===== src/rtl/digipot_defs.svh =====
// Purpose: Named constants for the two-wire digital potentiometer slave.
// Assumes: Included by bare name from the design files.
// Notes: Definitions only; no logic lives here.
`ifndef DIGIPOT_DEFS_SVH
`define DIGIPOT_DEFS_SVH

// Device type code in the upper nibble of the slave address (value is arbitrary).
`define DP_TYPE_CODE 4'ha
// Slave address byte fields.
`define DP_TYPE_MSB 7
`define DP_TYPE_LSB 4
`define DP_GND_BIT 3
`define DP_SEL_MSB 2
`define DP_SEL_LSB 0
// Command byte fields.
`define DP_OP_MSB 7
`define DP_OP_LSB 5
`define DP_IDX_MSB 3
`define DP_IDX_LSB 0
// Command opcodes.
`define DP_OP_RD_REG 3'h4
`define DP_OP_WR_REG 3'h6
`define DP_OP_RD_WIPER 3'h5
`define DP_OP_WR_WIPER 3'h7
// Bit counter values within a nine-clock byte slot.
`define DP_CNT_ZERO 4'h0
`define DP_CNT_ONE 4'h1
`define DP_CNT_LAST 4'h7
`define DP_CNT_ACK 4'h8
// Storage sizes and reset values.
`define DP_NV_REGS 16
`define DP_DEFAULT_REG 4'h0
`define DP_NV_INIT 8'h80
`define DP_WIPER_RST 8'h00
`define DP_BYTE_ZERO 8'h00
`define DP_TAP_ONE 256'h1

`endif


===== src/rtl/digipot_pkg.sv =====
// Purpose: Types shared by the potentiometer slave.
// Assumes: Nothing beyond standard SystemVerilog.
// Notes: Bus states follow a Gray sequence along the normal transfer path.
package digipot_pkg;
    typedef enum logic [2:0] {
        st_idle = 3'b000,
        st_addr = 3'b001,
        st_cmd = 3'b011,
        st_wdata = 3'b010,
        st_rdata = 3'b111,
        st_ignore = 3'b110
    } state_t;
endpackage : digipot_pkg


===== src/rtl/digipot_two_wire_slave.sv =====
// Purpose: Two-wire slave controlling a 256-tap digital potentiometer.
// Assumes: Bus pins arrive synchronous to i_core_clk; the clock is many times faster than SCL.
// Notes: Frame is address byte, command byte, then one data byte written, or data bytes read until the master does not acknowledge.
// Operation
// - A 255-element array offers 256 taps, exactly one tap on the wiper.
// - The volatile wiper position register alone selects the connected tap.
// - After power-up the default stored register is copied into the wiper register.
// - Sixteen retained data registers are readable and writable over the bus.
// - Incoming bits are sampled on each rising serial clock edge.
// - Transmitted data changes only after falling serial clock edges, one bit per clock.
// - Serial data is open-drain; the device only pulls low or releases.
// - Address select pins form the low three bits of the slave address.
// - Only a matching slave address engages the device; otherwise it stays off the bus.
// - The upper address nibble must equal the built-in device type code.
// - The 8-bit wiper register is decoded to one of 256 tap switches.
// - A low write-protect input blocks every retained data register write.
// - Acknowledge is pulled low on the ninth clock after address, command and data.
`timescale 1ns/1ps
`include "digipot_defs.svh"
module digipot_two_wire_slave (
    // Clock and reset.
    input wire logic i_core_clk,
    input wire logic i_rst,
    // Two-wire bus pins.
    input wire logic i_scl,
    input wire logic i_sda,
    output logic o_sda_o,
    output logic o_sda_oe,
    // Straps and protection.
    input wire logic [2:0] i_address_select_pins,
    input wire logic i_grounded_address_pin,
    input wire logic i_wp_n,
    // Potentiometer side.
    output logic [255:0] o_tap_sel,
    output logic [7:0] o_wiper_position
);

    ////////////////////////////////////////////////////////////////////////////
    // Bus event detection.

    digipot_pkg::state_t state_q;
    logic scl_prev_q;
    logic sda_prev_q;
    logic [3:0] cnt_q;
    logic [7:0] shift_q;
    logic [7:0] cmd_q;
    logic [7:0] tx_q;
    logic [7:0] wiper_q;
    logic ack_q;
    logic recall_q;
    logic [7:0] nv_q [0:`DP_NV_REGS-1];

    logic scl_rise;
    logic scl_fall;
    logic bus_start;
    logic bus_stop;
    logic slot_end;
    logic [7:0] rx_byte;
    logic addr_hit;
    logic op_valid;
    logic wr_reg;
    logic wr_wiper;
    logic [7:0] rd_value;

    // The clock pin is only ever looked at, never driven.
    always_ff @(posedge i_core_clk or posedge i_rst) begin
        if (i_rst) begin
            scl_prev_q <= 1'b1;
            sda_prev_q <= 1'b1;
        end else begin
            scl_prev_q <= i_scl;
            sda_prev_q <= i_sda;
        end
    end

    // Edge and condition decode; start and stop are data moves while the clock is high.
    assign scl_rise = i_scl & ~scl_prev_q;
    assign scl_fall = ~i_scl & scl_prev_q;
    assign bus_start = i_scl & scl_prev_q & sda_prev_q & ~i_sda;
    assign bus_stop = i_scl & scl_prev_q & ~sda_prev_q & i_sda;
    assign slot_end = scl_rise & (cnt_q == `DP_CNT_ACK);
    assign rx_byte = {shift_q[6:0], i_sda};

    // Address compare: type nibble, grounded pin and strap pins must all agree.
    assign addr_hit = (rx_byte[`DP_TYPE_MSB:`DP_TYPE_LSB] == `DP_TYPE_CODE) &&
        (rx_byte[`DP_GND_BIT] == i_grounded_address_pin) &&
        (rx_byte[`DP_SEL_MSB:`DP_SEL_LSB] == i_address_select_pins);

    // Only the four implemented opcodes are acknowledged.
    assign op_valid = (rx_byte[`DP_OP_MSB:`DP_OP_LSB] == `DP_OP_RD_REG) ||
        (rx_byte[`DP_OP_MSB:`DP_OP_LSB] == `DP_OP_WR_REG) ||
        (rx_byte[`DP_OP_MSB:`DP_OP_LSB] == `DP_OP_RD_WIPER) ||
        (rx_byte[`DP_OP_MSB:`DP_OP_LSB] == `DP_OP_WR_WIPER);

    // Write strobes fire on the rising edge of the data byte's acknowledge clock.
    assign wr_reg = slot_end && (state_q == digipot_pkg::st_wdata) &&
        (cmd_q[`DP_OP_MSB:`DP_OP_LSB] == `DP_OP_WR_REG);
    assign wr_wiper = slot_end && (state_q == digipot_pkg::st_wdata) &&
        (cmd_q[`DP_OP_MSB:`DP_OP_LSB] == `DP_OP_WR_WIPER);

    // Read source follows the command just received, or the stored one on repeats.
    always_comb begin
        rd_value = wiper_q;
        if (state_q == digipot_pkg::st_cmd) begin
            if (shift_q[`DP_OP_MSB:`DP_OP_LSB] == `DP_OP_RD_REG) begin
                rd_value = nv_q[shift_q[`DP_IDX_MSB:`DP_IDX_LSB]];
            end
        end else if (cmd_q[`DP_OP_MSB:`DP_OP_LSB] == `DP_OP_RD_REG) begin
            rd_value = nv_q[cmd_q[`DP_IDX_MSB:`DP_IDX_LSB]];
        end
    end

    ////////////////////////////////////////////////////////////////////////////
    // Receive path and transaction state.

    // Bits shift in on rising edges; the nine-clock slot closes on the ninth rise.
    always_ff @(posedge i_core_clk or posedge i_rst) begin
        if (i_rst) begin
            state_q <= digipot_pkg::st_idle;
            cnt_q <= `DP_CNT_ZERO;
            shift_q <= `DP_BYTE_ZERO;
            cmd_q <= `DP_BYTE_ZERO;
            ack_q <= 1'b0;
        end else if (bus_stop) begin
            state_q <= digipot_pkg::st_idle;
            ack_q <= 1'b0;
        end else if (bus_start) begin
            state_q <= digipot_pkg::st_addr;
            cnt_q <= `DP_CNT_ZERO;
            ack_q <= 1'b0;
        end else if (scl_rise && state_q != digipot_pkg::st_idle &&
                state_q != digipot_pkg::st_ignore) begin
            if (cnt_q == `DP_CNT_ACK) begin
                cnt_q <= `DP_CNT_ZERO;
                ack_q <= 1'b0;
                case (state_q)
                    digipot_pkg::st_addr: begin
                        state_q <= ack_q ? digipot_pkg::st_cmd : digipot_pkg::st_ignore;
                    end
                    digipot_pkg::st_cmd: begin
                        cmd_q <= shift_q;
                        if (!ack_q) begin
                            state_q <= digipot_pkg::st_ignore;
                        end else if (shift_q[`DP_OP_LSB+1]) begin
                            state_q <= digipot_pkg::st_wdata;
                        end else begin
                            state_q <= digipot_pkg::st_rdata;
                        end
                    end
                    digipot_pkg::st_rdata: begin
                        // A master that does not acknowledge ends the read.
                        state_q <= i_sda ? digipot_pkg::st_ignore : digipot_pkg::st_rdata;
                    end
                    default: begin
                        state_q <= digipot_pkg::st_ignore;
                    end
                endcase
            end else begin
                shift_q <= rx_byte;
                cnt_q <= cnt_q + `DP_CNT_ONE;
                if (cnt_q == `DP_CNT_LAST) begin
                    case (state_q)
                        digipot_pkg::st_addr: ack_q <= addr_hit;
                        digipot_pkg::st_cmd: ack_q <= op_valid;
                        digipot_pkg::st_wdata: ack_q <= 1'b1;
                        default: ack_q <= 1'b0;
                    endcase
                end
            end
        end
    end

    ////////////////////////////////////////////////////////////////////////////
    // Transmit path and open-drain data pin.

    // Pin changes only on falling clock edges, except release at start or stop.
    always_ff @(posedge i_core_clk or posedge i_rst) begin
        if (i_rst) begin
            o_sda_oe <= 1'b0;
            tx_q <= `DP_BYTE_ZERO;
        end else if (bus_stop || bus_start) begin
            o_sda_oe <= 1'b0;
        end else if (slot_end && (state_q == digipot_pkg::st_cmd ||
                state_q == digipot_pkg::st_rdata)) begin
            tx_q <= rd_value;
        end else if (scl_fall) begin
            case (state_q)
                digipot_pkg::st_rdata: begin
                    if (cnt_q == `DP_CNT_ACK) begin
                        o_sda_oe <= 1'b0;
                    end else begin
                        o_sda_oe <= ~tx_q[7];
                        tx_q <= {tx_q[6:0], 1'b0};
                    end
                end
                digipot_pkg::st_addr, digipot_pkg::st_cmd, digipot_pkg::st_wdata: begin
                    o_sda_oe <= (cnt_q == `DP_CNT_ACK) && ack_q;
                end
                default: begin
                    o_sda_oe <= 1'b0;
                end
            endcase
        end
    end

    // The data output only ever pulls low; the pull-up makes the high level.
    assign o_sda_o = 1'b0;

    ////////////////////////////////////////////////////////////////////////////
    // Retained data registers and wiper.

    // Reset stands for power-up here, so every register starts from DP_NV_INIT, not from earlier writes.
    always_ff @(posedge i_core_clk or posedge i_rst) begin
        if (i_rst) begin
            for (int i = 0; i < `DP_NV_REGS; i++) begin
                nv_q[i] <= `DP_NV_INIT;
            end
        end else if (wr_reg && i_wp_n) begin
            nv_q[cmd_q[`DP_IDX_MSB:`DP_IDX_LSB]] <= shift_q;
        end
    end

    // Recall runs one cycle after reset release, since a flop cannot load a signal in reset.
    always_ff @(posedge i_core_clk or posedge i_rst) begin
        if (i_rst) begin
            recall_q <= 1'b1;
            wiper_q <= `DP_WIPER_RST;
        end else begin
            recall_q <= 1'b0;
            if (recall_q) begin
                wiper_q <= nv_q[`DP_DEFAULT_REG];
            end else if (wr_wiper) begin
                wiper_q <= shift_q;
            end
        end
    end

    // One-hot tap decode, registered so the switch bank sees clean levels.
    always_ff @(posedge i_core_clk or posedge i_rst) begin
        if (i_rst) begin
            o_tap_sel <= `DP_TAP_ONE;
        end else begin
            o_tap_sel <= `DP_TAP_ONE << wiper_q;
        end
    end

    assign o_wiper_position = wiper_q;

    ////////////////////////////////////////////////////////////////////////////
    // Checks.

    chk_tap_onehot: assert property (@(posedge i_core_clk) disable iff (i_rst)
        $onehot(o_tap_sel)) else $error("tap select is not one-hot");

    chk_tap_follows: assert property (@(posedge i_core_clk) disable iff (i_rst)
        ##1 o_tap_sel == (`DP_TAP_ONE << $past(wiper_q))) else $error("tap does not track wiper");

    chk_wiper_cause: assert property (@(posedge i_core_clk) disable iff (i_rst)
        $changed(wiper_q) |-> $past(recall_q) || $past(wr_wiper)) else $error("wiper moved alone");

    chk_power_recall: assert property (@(posedge i_core_clk) disable iff (i_rst)
        recall_q |=> wiper_q == $past(nv_q[`DP_DEFAULT_REG])) else $error("recall missed");

    chk_sample_rise: assert property (@(posedge i_core_clk) disable iff (i_rst)
        $changed(shift_q) |-> $past(scl_rise)) else $error("bit taken off a rising edge");

    chk_drive_fall: assert property (@(posedge i_core_clk) disable iff (i_rst)
        $rose(o_sda_oe) |-> $past(scl_fall)) else $error("data driven off a falling edge");

    chk_pull_low: assert property (@(posedge i_core_clk) disable iff (i_rst)
        o_sda_o == 1'b0) else $error("data pin driven high");

    chk_addr_match: assert property (@(posedge i_core_clk) disable iff (i_rst)
        (state_q == digipot_pkg::st_addr && scl_rise && cnt_q == `DP_CNT_LAST && !bus_stop &&
        !bus_start) |=> ack_q == ({$past(shift_q[6:0]), $past(i_sda)} ==
        {`DP_TYPE_CODE, $past(i_grounded_address_pin), $past(i_address_select_pins)}))
        else $error("address compare wrong");

    chk_idle_quiet: assert property (@(posedge i_core_clk) disable iff (i_rst)
        (state_q == digipot_pkg::st_idle) |-> !o_sda_oe) else $error("drives bus while idle");

    chk_wp_block: assert property (@(posedge i_core_clk) disable iff (i_rst)
        (wr_reg && !i_wp_n) |=> nv_q[$past(cmd_q[`DP_IDX_MSB:`DP_IDX_LSB])] ==
        $past(nv_q[cmd_q[`DP_IDX_MSB:`DP_IDX_LSB]])) else $error("protected write landed");

    chk_ack_drive: assert property (@(posedge i_core_clk) disable iff (i_rst)
        (scl_fall && ack_q && cnt_q == `DP_CNT_ACK && !bus_start && !bus_stop &&
        state_q != digipot_pkg::st_rdata) |=> o_sda_oe) else $error("acknowledge missing");

endmodule : digipot_two_wire_slave


===== config.mk =====
export PLATFORM = sky130hd
export DESIGN_NAME = digipot_two_wire_slave
export DESIGN_NICKNAME = d
export VERILOG_FILES = /design/src/rtl/digipot_pkg.sv /design/src/rtl/digipot_two_wire_slave.sv
export VERILOG_INCLUDE_DIRS = /design/src /design/src/rtl
export SDC_FILE = /design/constraint.sdc
export NUM_CORES = 1
export LEC_CHECK = 0
export BUFFER_PORTS_ARGS = -buffer_cell sky130_fd_sc_hd__buf_2
export CAP_MARGIN = 40
export CORE_ASPECT_RATIO = 0.75
export CORE_UTILIZATION = 57
export DETAILED_ROUTE_END_ITERATION = 8
export PLACE_DENSITY = 0.8
export SYNTH_ARGS = -nofsm -noshare
export SYNTH_HDL_FRONTEND = slang
export SYNTH_SLANG_ARGS = --single-unit

===== constraint.sdc =====
create_clock -name i_core_clk -period 15 [get_ports i_core_clk]
set_input_delay 1.5 -clock i_core_clk [delete_from_list [all_inputs] [get_ports i_core_clk]]
set_output_delay 1.5 -clock i_core_clk [all_outputs]
set_load 0.01 [all_outputs]

# Word-level counts from Yosys, hierarchy flattened

Cells that the tools add are included.
W data, S select, Z words.

Add/subtract/negate cells: 1
Order comparisons: 3
Eq/ne operators: 20
Shift operators: 1
Mux-type cells: 41
Bitwise operators: 19
Reduce and logical (&&, ||, !) cells: 33

Operators with widths:

| kind                    | count |
|---|---|
| $shl A1 B8 Y256 const A | 1 |
| $bwmux W128             | 1 |
| $mux W8                 | 14 |
| $bmux W8 S4             | 2 |
| $demux W8 S4            | 1 |
| $eq A3 B3 Y1 const B    | 9 |
| $mux W3                 | 7 |
| $mux W4                 | 3 |
| $logic_and A1 B1 Y1     | 11 |
| $ge A5 B5 Y1 const B    | 2 |
| $mux W1                 | 10 |
| $not A4 Y5              | 2 |
| $reduce_bool A2 Y1      | 5 |
| $not A1 Y1              | 9 |
| $pmux W3 S3             | 1 |
| $reduce_bool A3 Y1      | 3 |
| $and A1 B1 Y1           | 8 |
| $eq A4 B4 Y1 const B    | 2 |
| $reduce_and A2 Y1       | 4 |
| $reduce_and A4 Y1       | 2 |
| $eq A3 B2 Y1 const B    | 2 |
| $logic_or A1 B1 Y1      | 5 |
| $lt A5 B1 Y1 const B    | 1 |
| $reduce_and A5 Y1       | 1 |
| 11 further kinds        | 12 |

Bits in registers: 428
Input bits: 9
Word-level logic and storage cells: 146

# Logic depth before layout (Yosys ltp)

Depth after elaboration: 10
Depth in mapped cells: 9
Depth with buffers taken out: 7

# Worst setup path after synthesis

No wires, ideal clock.

Path type: input -> register
Start: input port i_scl
End: register nv_q[20] in the netlist's numbering
Library setup time: 128 ps
Arrival: 2787 ps
Data required time: 14872 ps
Setup slack: 12085 ps
Stages: 5
Cells stage by stage: and2b_1 > nand4_4 > nor4_4 > nand2_4 > mux2_1

Longest elaborated chain between the ends: 5

Ends and longest elaborated chain:

| what                             | line                          | text |
|---|---|---|
| from (decl)                      | digipot_two_wire_slave.sv:25  | `input wire logic i_scl,` |
| $and A1 B1 Y1                    | digipot_two_wire_slave.sv:77  | `assign scl_rise = i_scl & ~scl_prev_q;` |
| $and A1 B1 Y1                    | digipot_two_wire_slave.sv:81  | `` assign slot_end = scl_rise & (cnt_q == `DP_CNT_ACK); `` |
| $logic_and A1 B1 Y1 (2 in a row) | digipot_two_wire_slave.sv:96  | `assign wr_reg = slot_end && (state_q == digipot_pkg::st_wdata) &&` |
| $logic_and A1 B1 Y1              | digipot_two_wire_slave.sv:218 | `end else if (wr_reg && i_wp_n) begin` |
| to (signal, indexed assignment)  | digipot_two_wire_slave.sv:216 | `` nv_q[i] <= `DP_NV_INIT; `` |
| to (signal, indexed assignment)  | digipot_two_wire_slave.sv:219 | `` nv_q[cmd_q[`DP_IDX_MSB:`DP_IDX_LSB]] <= shift_q; `` |
| to (decl)                        | digipot_two_wire_slave.sv:51  | `` logic [7:0] nv_q [0:`DP_NV_REGS-1]; `` |

No other way between the ends.
A chain may end at the register's enable or synchronous reset.

# Worst setup path in the final report

Start: input port i_scl
End: register nv_q[66] in the netlist's numbering

Same word-level chain as after synthesis.

==> summary.md <==
| Metric | Value |
|---|---|
| FMAX | 0.317 GHz |
| Vias per cell | 6.07 |
| Wire length per cell | 23.5 µm |
| Yosys top cell area share | 58.8% |
| Synthesized flop and latch total | 427 |
| EDFF count, synth | 0 |
| HP Class | register to register |
| Final Cycle Share | 21.1% |
| CTS buffer count | 39 |
| Clock network power share | 38.6% |
| Rows | 54 |
| Critical path fanouts, max | 6 |
| PD cells | 125 nW/µm² |
| Type of origin of the critical path | primary input |
| Critical path's largest stage delay | 540 ps |
| Top post-synthesis cells by area | dfrtp_1 59%, mux2_2 10%, nor2_1 6.1%, mux4_1 3.5%, dfstp_2 3.0% |
| Status | finished clean |
| Layout area overhead | 17.0% |
| DRC viols | 0 |
| Max transition margin | 37.4% |
| Hold_buf cts | 0 |
| Sum Neg Setup Slack | 0 ps |
| CTS Sinks | 427 |
| Combinational power share | 12.7% |
| Total number of vias | 12200 |
| CTS resizes | 0 |
| Ys async rst share | 100% |
| VDD IR max | 0.0000739 V |
| Crit-path slowest cell | nor2b_1 |
| Initial DRC Count | 1200 |
| CTS max path bufs | 3 |
| Sequential Power Share | 48.8% |
| Worst skew pair latency | 540 ps |
| Total iterations of the first detailed-routing run | 5 |
| Skew final | 14.9 ps |
| Total gr overflow | 0 |
| # port buffers | 273 |
| Post-CTS Setup Inserts | 0 |
| DR top layer | met4 |
| Most common cell in the netlist | dfrtp_1 |
| Max Slew Vio Count | 0 |
| Post-Syn Area | 17300 µm² |
| Pin count of the biggest net entering global routing | 114 |
| Initial cell density of the core | 58.8% |
| Vias in the first global route | 12100 |
| Met3 Wirelength | 4170 µm |
| Commonest cells post-synth | 407 x dfrtp_1, 283 x nor2_1, 156 x mux2_2 |
| RSZ-0062 raised after global routing | false |
| Ratio of cells with drive above 1 in the final layout | 35.8% |
| Final HPWL DP | 31500 µm |
| Routed wire length | 47200 µm |
| Cell taking the most area after synthesis | dfrtp_1 |
| Min Clock Period, post-route | 3160 ps |
| Initial antenna violation count | 0 |
| Cells along the critical path | buf_2, and2b_1, and4_1, nand4_2, nor2b_1, buf_4, mux2_2 |
| Worst Tran Pin Value | 940 ps |
| Synthesized instance count | 1332 |
| Sequential-to-total area share from yosys stat | 61.8% |
| Maximum Capacitance Violations | 0 |
| Design Power | 2.53 mW |
| Top FF cell, synth | dfrtp_1 |
| CP delay by family, top | simple AND/OR/NAND/NOR gates |
| Reg clk slew, reported paths | 60 ps |
| First-pass GRT wire length | 73000 µm |
| Synth warn | 0 |
| Layout Nets | 1594 |
| Hold Fails Final Rpt | 0 |
| Mean Syn Cell Area | 13.0 µm² |
| Core Area | 29500 µm² |
| TritonCTS clock tree | done |
| Net Sw Frac | 28.1% |
| Crit path DAT | 3580 ps |
| Static leakage | 10.4 nW |
| Htree depth | 2 |
| Int Pwr | 1.82 mW |
| Met2 wire length | 21700 µm |
| Worst path bufs/invs | 2 |
| Post-Route M1 WL | 19200 µm |
| P_sw | 0.711 mW |
| Post-synth cell types | 71 |
| Setup crit end kind | register |
| Setup CP Type | primary input to register |
| Placer Congestion | 1.01 |
| ANT cells | 0 |
| Req. time, crit path | 15420 ps |
| Clock Root Buffer | clkbuf_16 |
| Num ports | 275 |
| GRT Overall Usage | 31.2% |
| DIE WIDTH | 203 µm |
| Die area | 31100 µm² |
| WHS | 518 ps |
| Antenna violation net count after detailed routing | 0 |
| Setup violators final | 0 |
| Die Span Y | 153 µm |
[power by group through the flow]
| stage | registers (mW) | logic (mW) | clock network (mW) |
|---|---|---|---|
| final | 1.23 | 0.321 | 0.976 |
| after global routing | 1.24 | 0.344 | 1.04 |
| after CTS | 1.24 | 0.299 | 0.986 |
| after detailed placement | 1.26 | 0.296 | 0 |
| after global placement | 1.26 | 0.286 | 0 |
| after floorplan | 1.22 | 0.226 | 0 |
[flip-flops by register name, summed over array words and instances (netlist names), 3 cells and up]
signal and cells:
o_wiper_position 8, o_tap_sel 256, cmd_q 7, tx_q 8, shift_q 8, nv_q 128, cnt_q 4, state_q 3
[cell type report]
cell class | instances | area, µm²
Fill cell | 2059 | 9190
Multi-Input combinational cell | 812 | 6160
Clock inverter | 10 | 95.1
Clock buffer | 61 | 1150
Timing Repair Buffer | 295 | 1620
Sequential cell | 427 | 10700
Tap cell | 392 | 490
Inverter | 8 | 37.5
[kinds of logic (layout without fill, tap and decap cells)]
kind of cell / count (synthesis) / after routing / synth area share [%]
buf+inv: 94 / 374 / 2.63
other cells: 1 / 2 / 0.0217
xor+xnor: 7 / 7 / 0.354
compound gates: 86 / 86 / 3.66
fa+ha+maj: 2 / 2 / 0.144
mux: 239 / 239 / 18.8
simple gates: 476 / 476 / 12.5
flops: 427 / 427 / 61.8
[worst paths after layout]
| kind | depth (start not counted) | startpoint | slack (ps) | end |
|---|---|---|---|---|
| setup / recovery | 7 | i_scl | 11840 | nv_q[66]$_DFFE_PP0P_ |
| hold / removal | 1 | nv_q[20]$_DFFE_PP0P_ | 520 | nv_q[20]$_DFFE_PP0P_ |
| setup reg to reg | 5 | cmd_q[0]$_DFFE_PP0P_ | 12070 | tx_q[6]$_DFFE_PP0P_ |
| hold reg to reg | 1 | nv_q[20]$_DFFE_PP0P_ | 520 | nv_q[20]$_DFFE_PP0P_ |
| max in group asynchronous | 6 | i_rst | 12080 | o_tap_sel[0]$_DFF_PP1_ |
| min in group asynchronous | 2 | i_rst | 1090 | o_tap_sel[15]$_DFF_PP0_ |
[metrics by stage]
| stage | util (%) | setup slack [ps] | instance area [µm²] | cells |
|---|---|---|---|---|
| after global routing | 68.8 | 11720 | 20300 | 2005 |
| after CTS | 68.7 | 11910 | 20200 | 2004 |
| final | 68.8 | 11840 | 20300 | 2005 |
| after detailed placement | 64.5 | 11350 | 19000 | 1933 |
| after floorplan | - | 1640 | 17300 | 1333 |
| after global placement | 64.1 | 10870 | 18900 | 1926 |
[metal layers]
layer	GRT usage, %	up-vias
li1	-	5106
met1	44.2	6242
met2	47.0	692
met3	6.87	137
met4	13.1	0
met5	0	-
[cells in the final DEF, fill, tap and decap left out, types with 6 or more instances in the layout]
master / instances
a2111oi_0: 12
a211oi_1: 6
buf_2: 273
buf_4: 17
clkbuf_1: 14
clkbuf_16: 40
clkbuf_8: 7
dfrtp_1: 405
dfstp_2: 20
inv_1: 7
mux2_2: 156
mux2i_1: 31
mux4_1: 23
mux4_2: 23
nand2_1: 78
nand2_4: 8
nand3_1: 15
nor2_1: 283
nor2b_1: 27
nor3_1: 17
o21ai_0: 13
o22ai_1: 17
o311ai_0: 6
or3_1: 6
(Power assumes the default switching activity.)
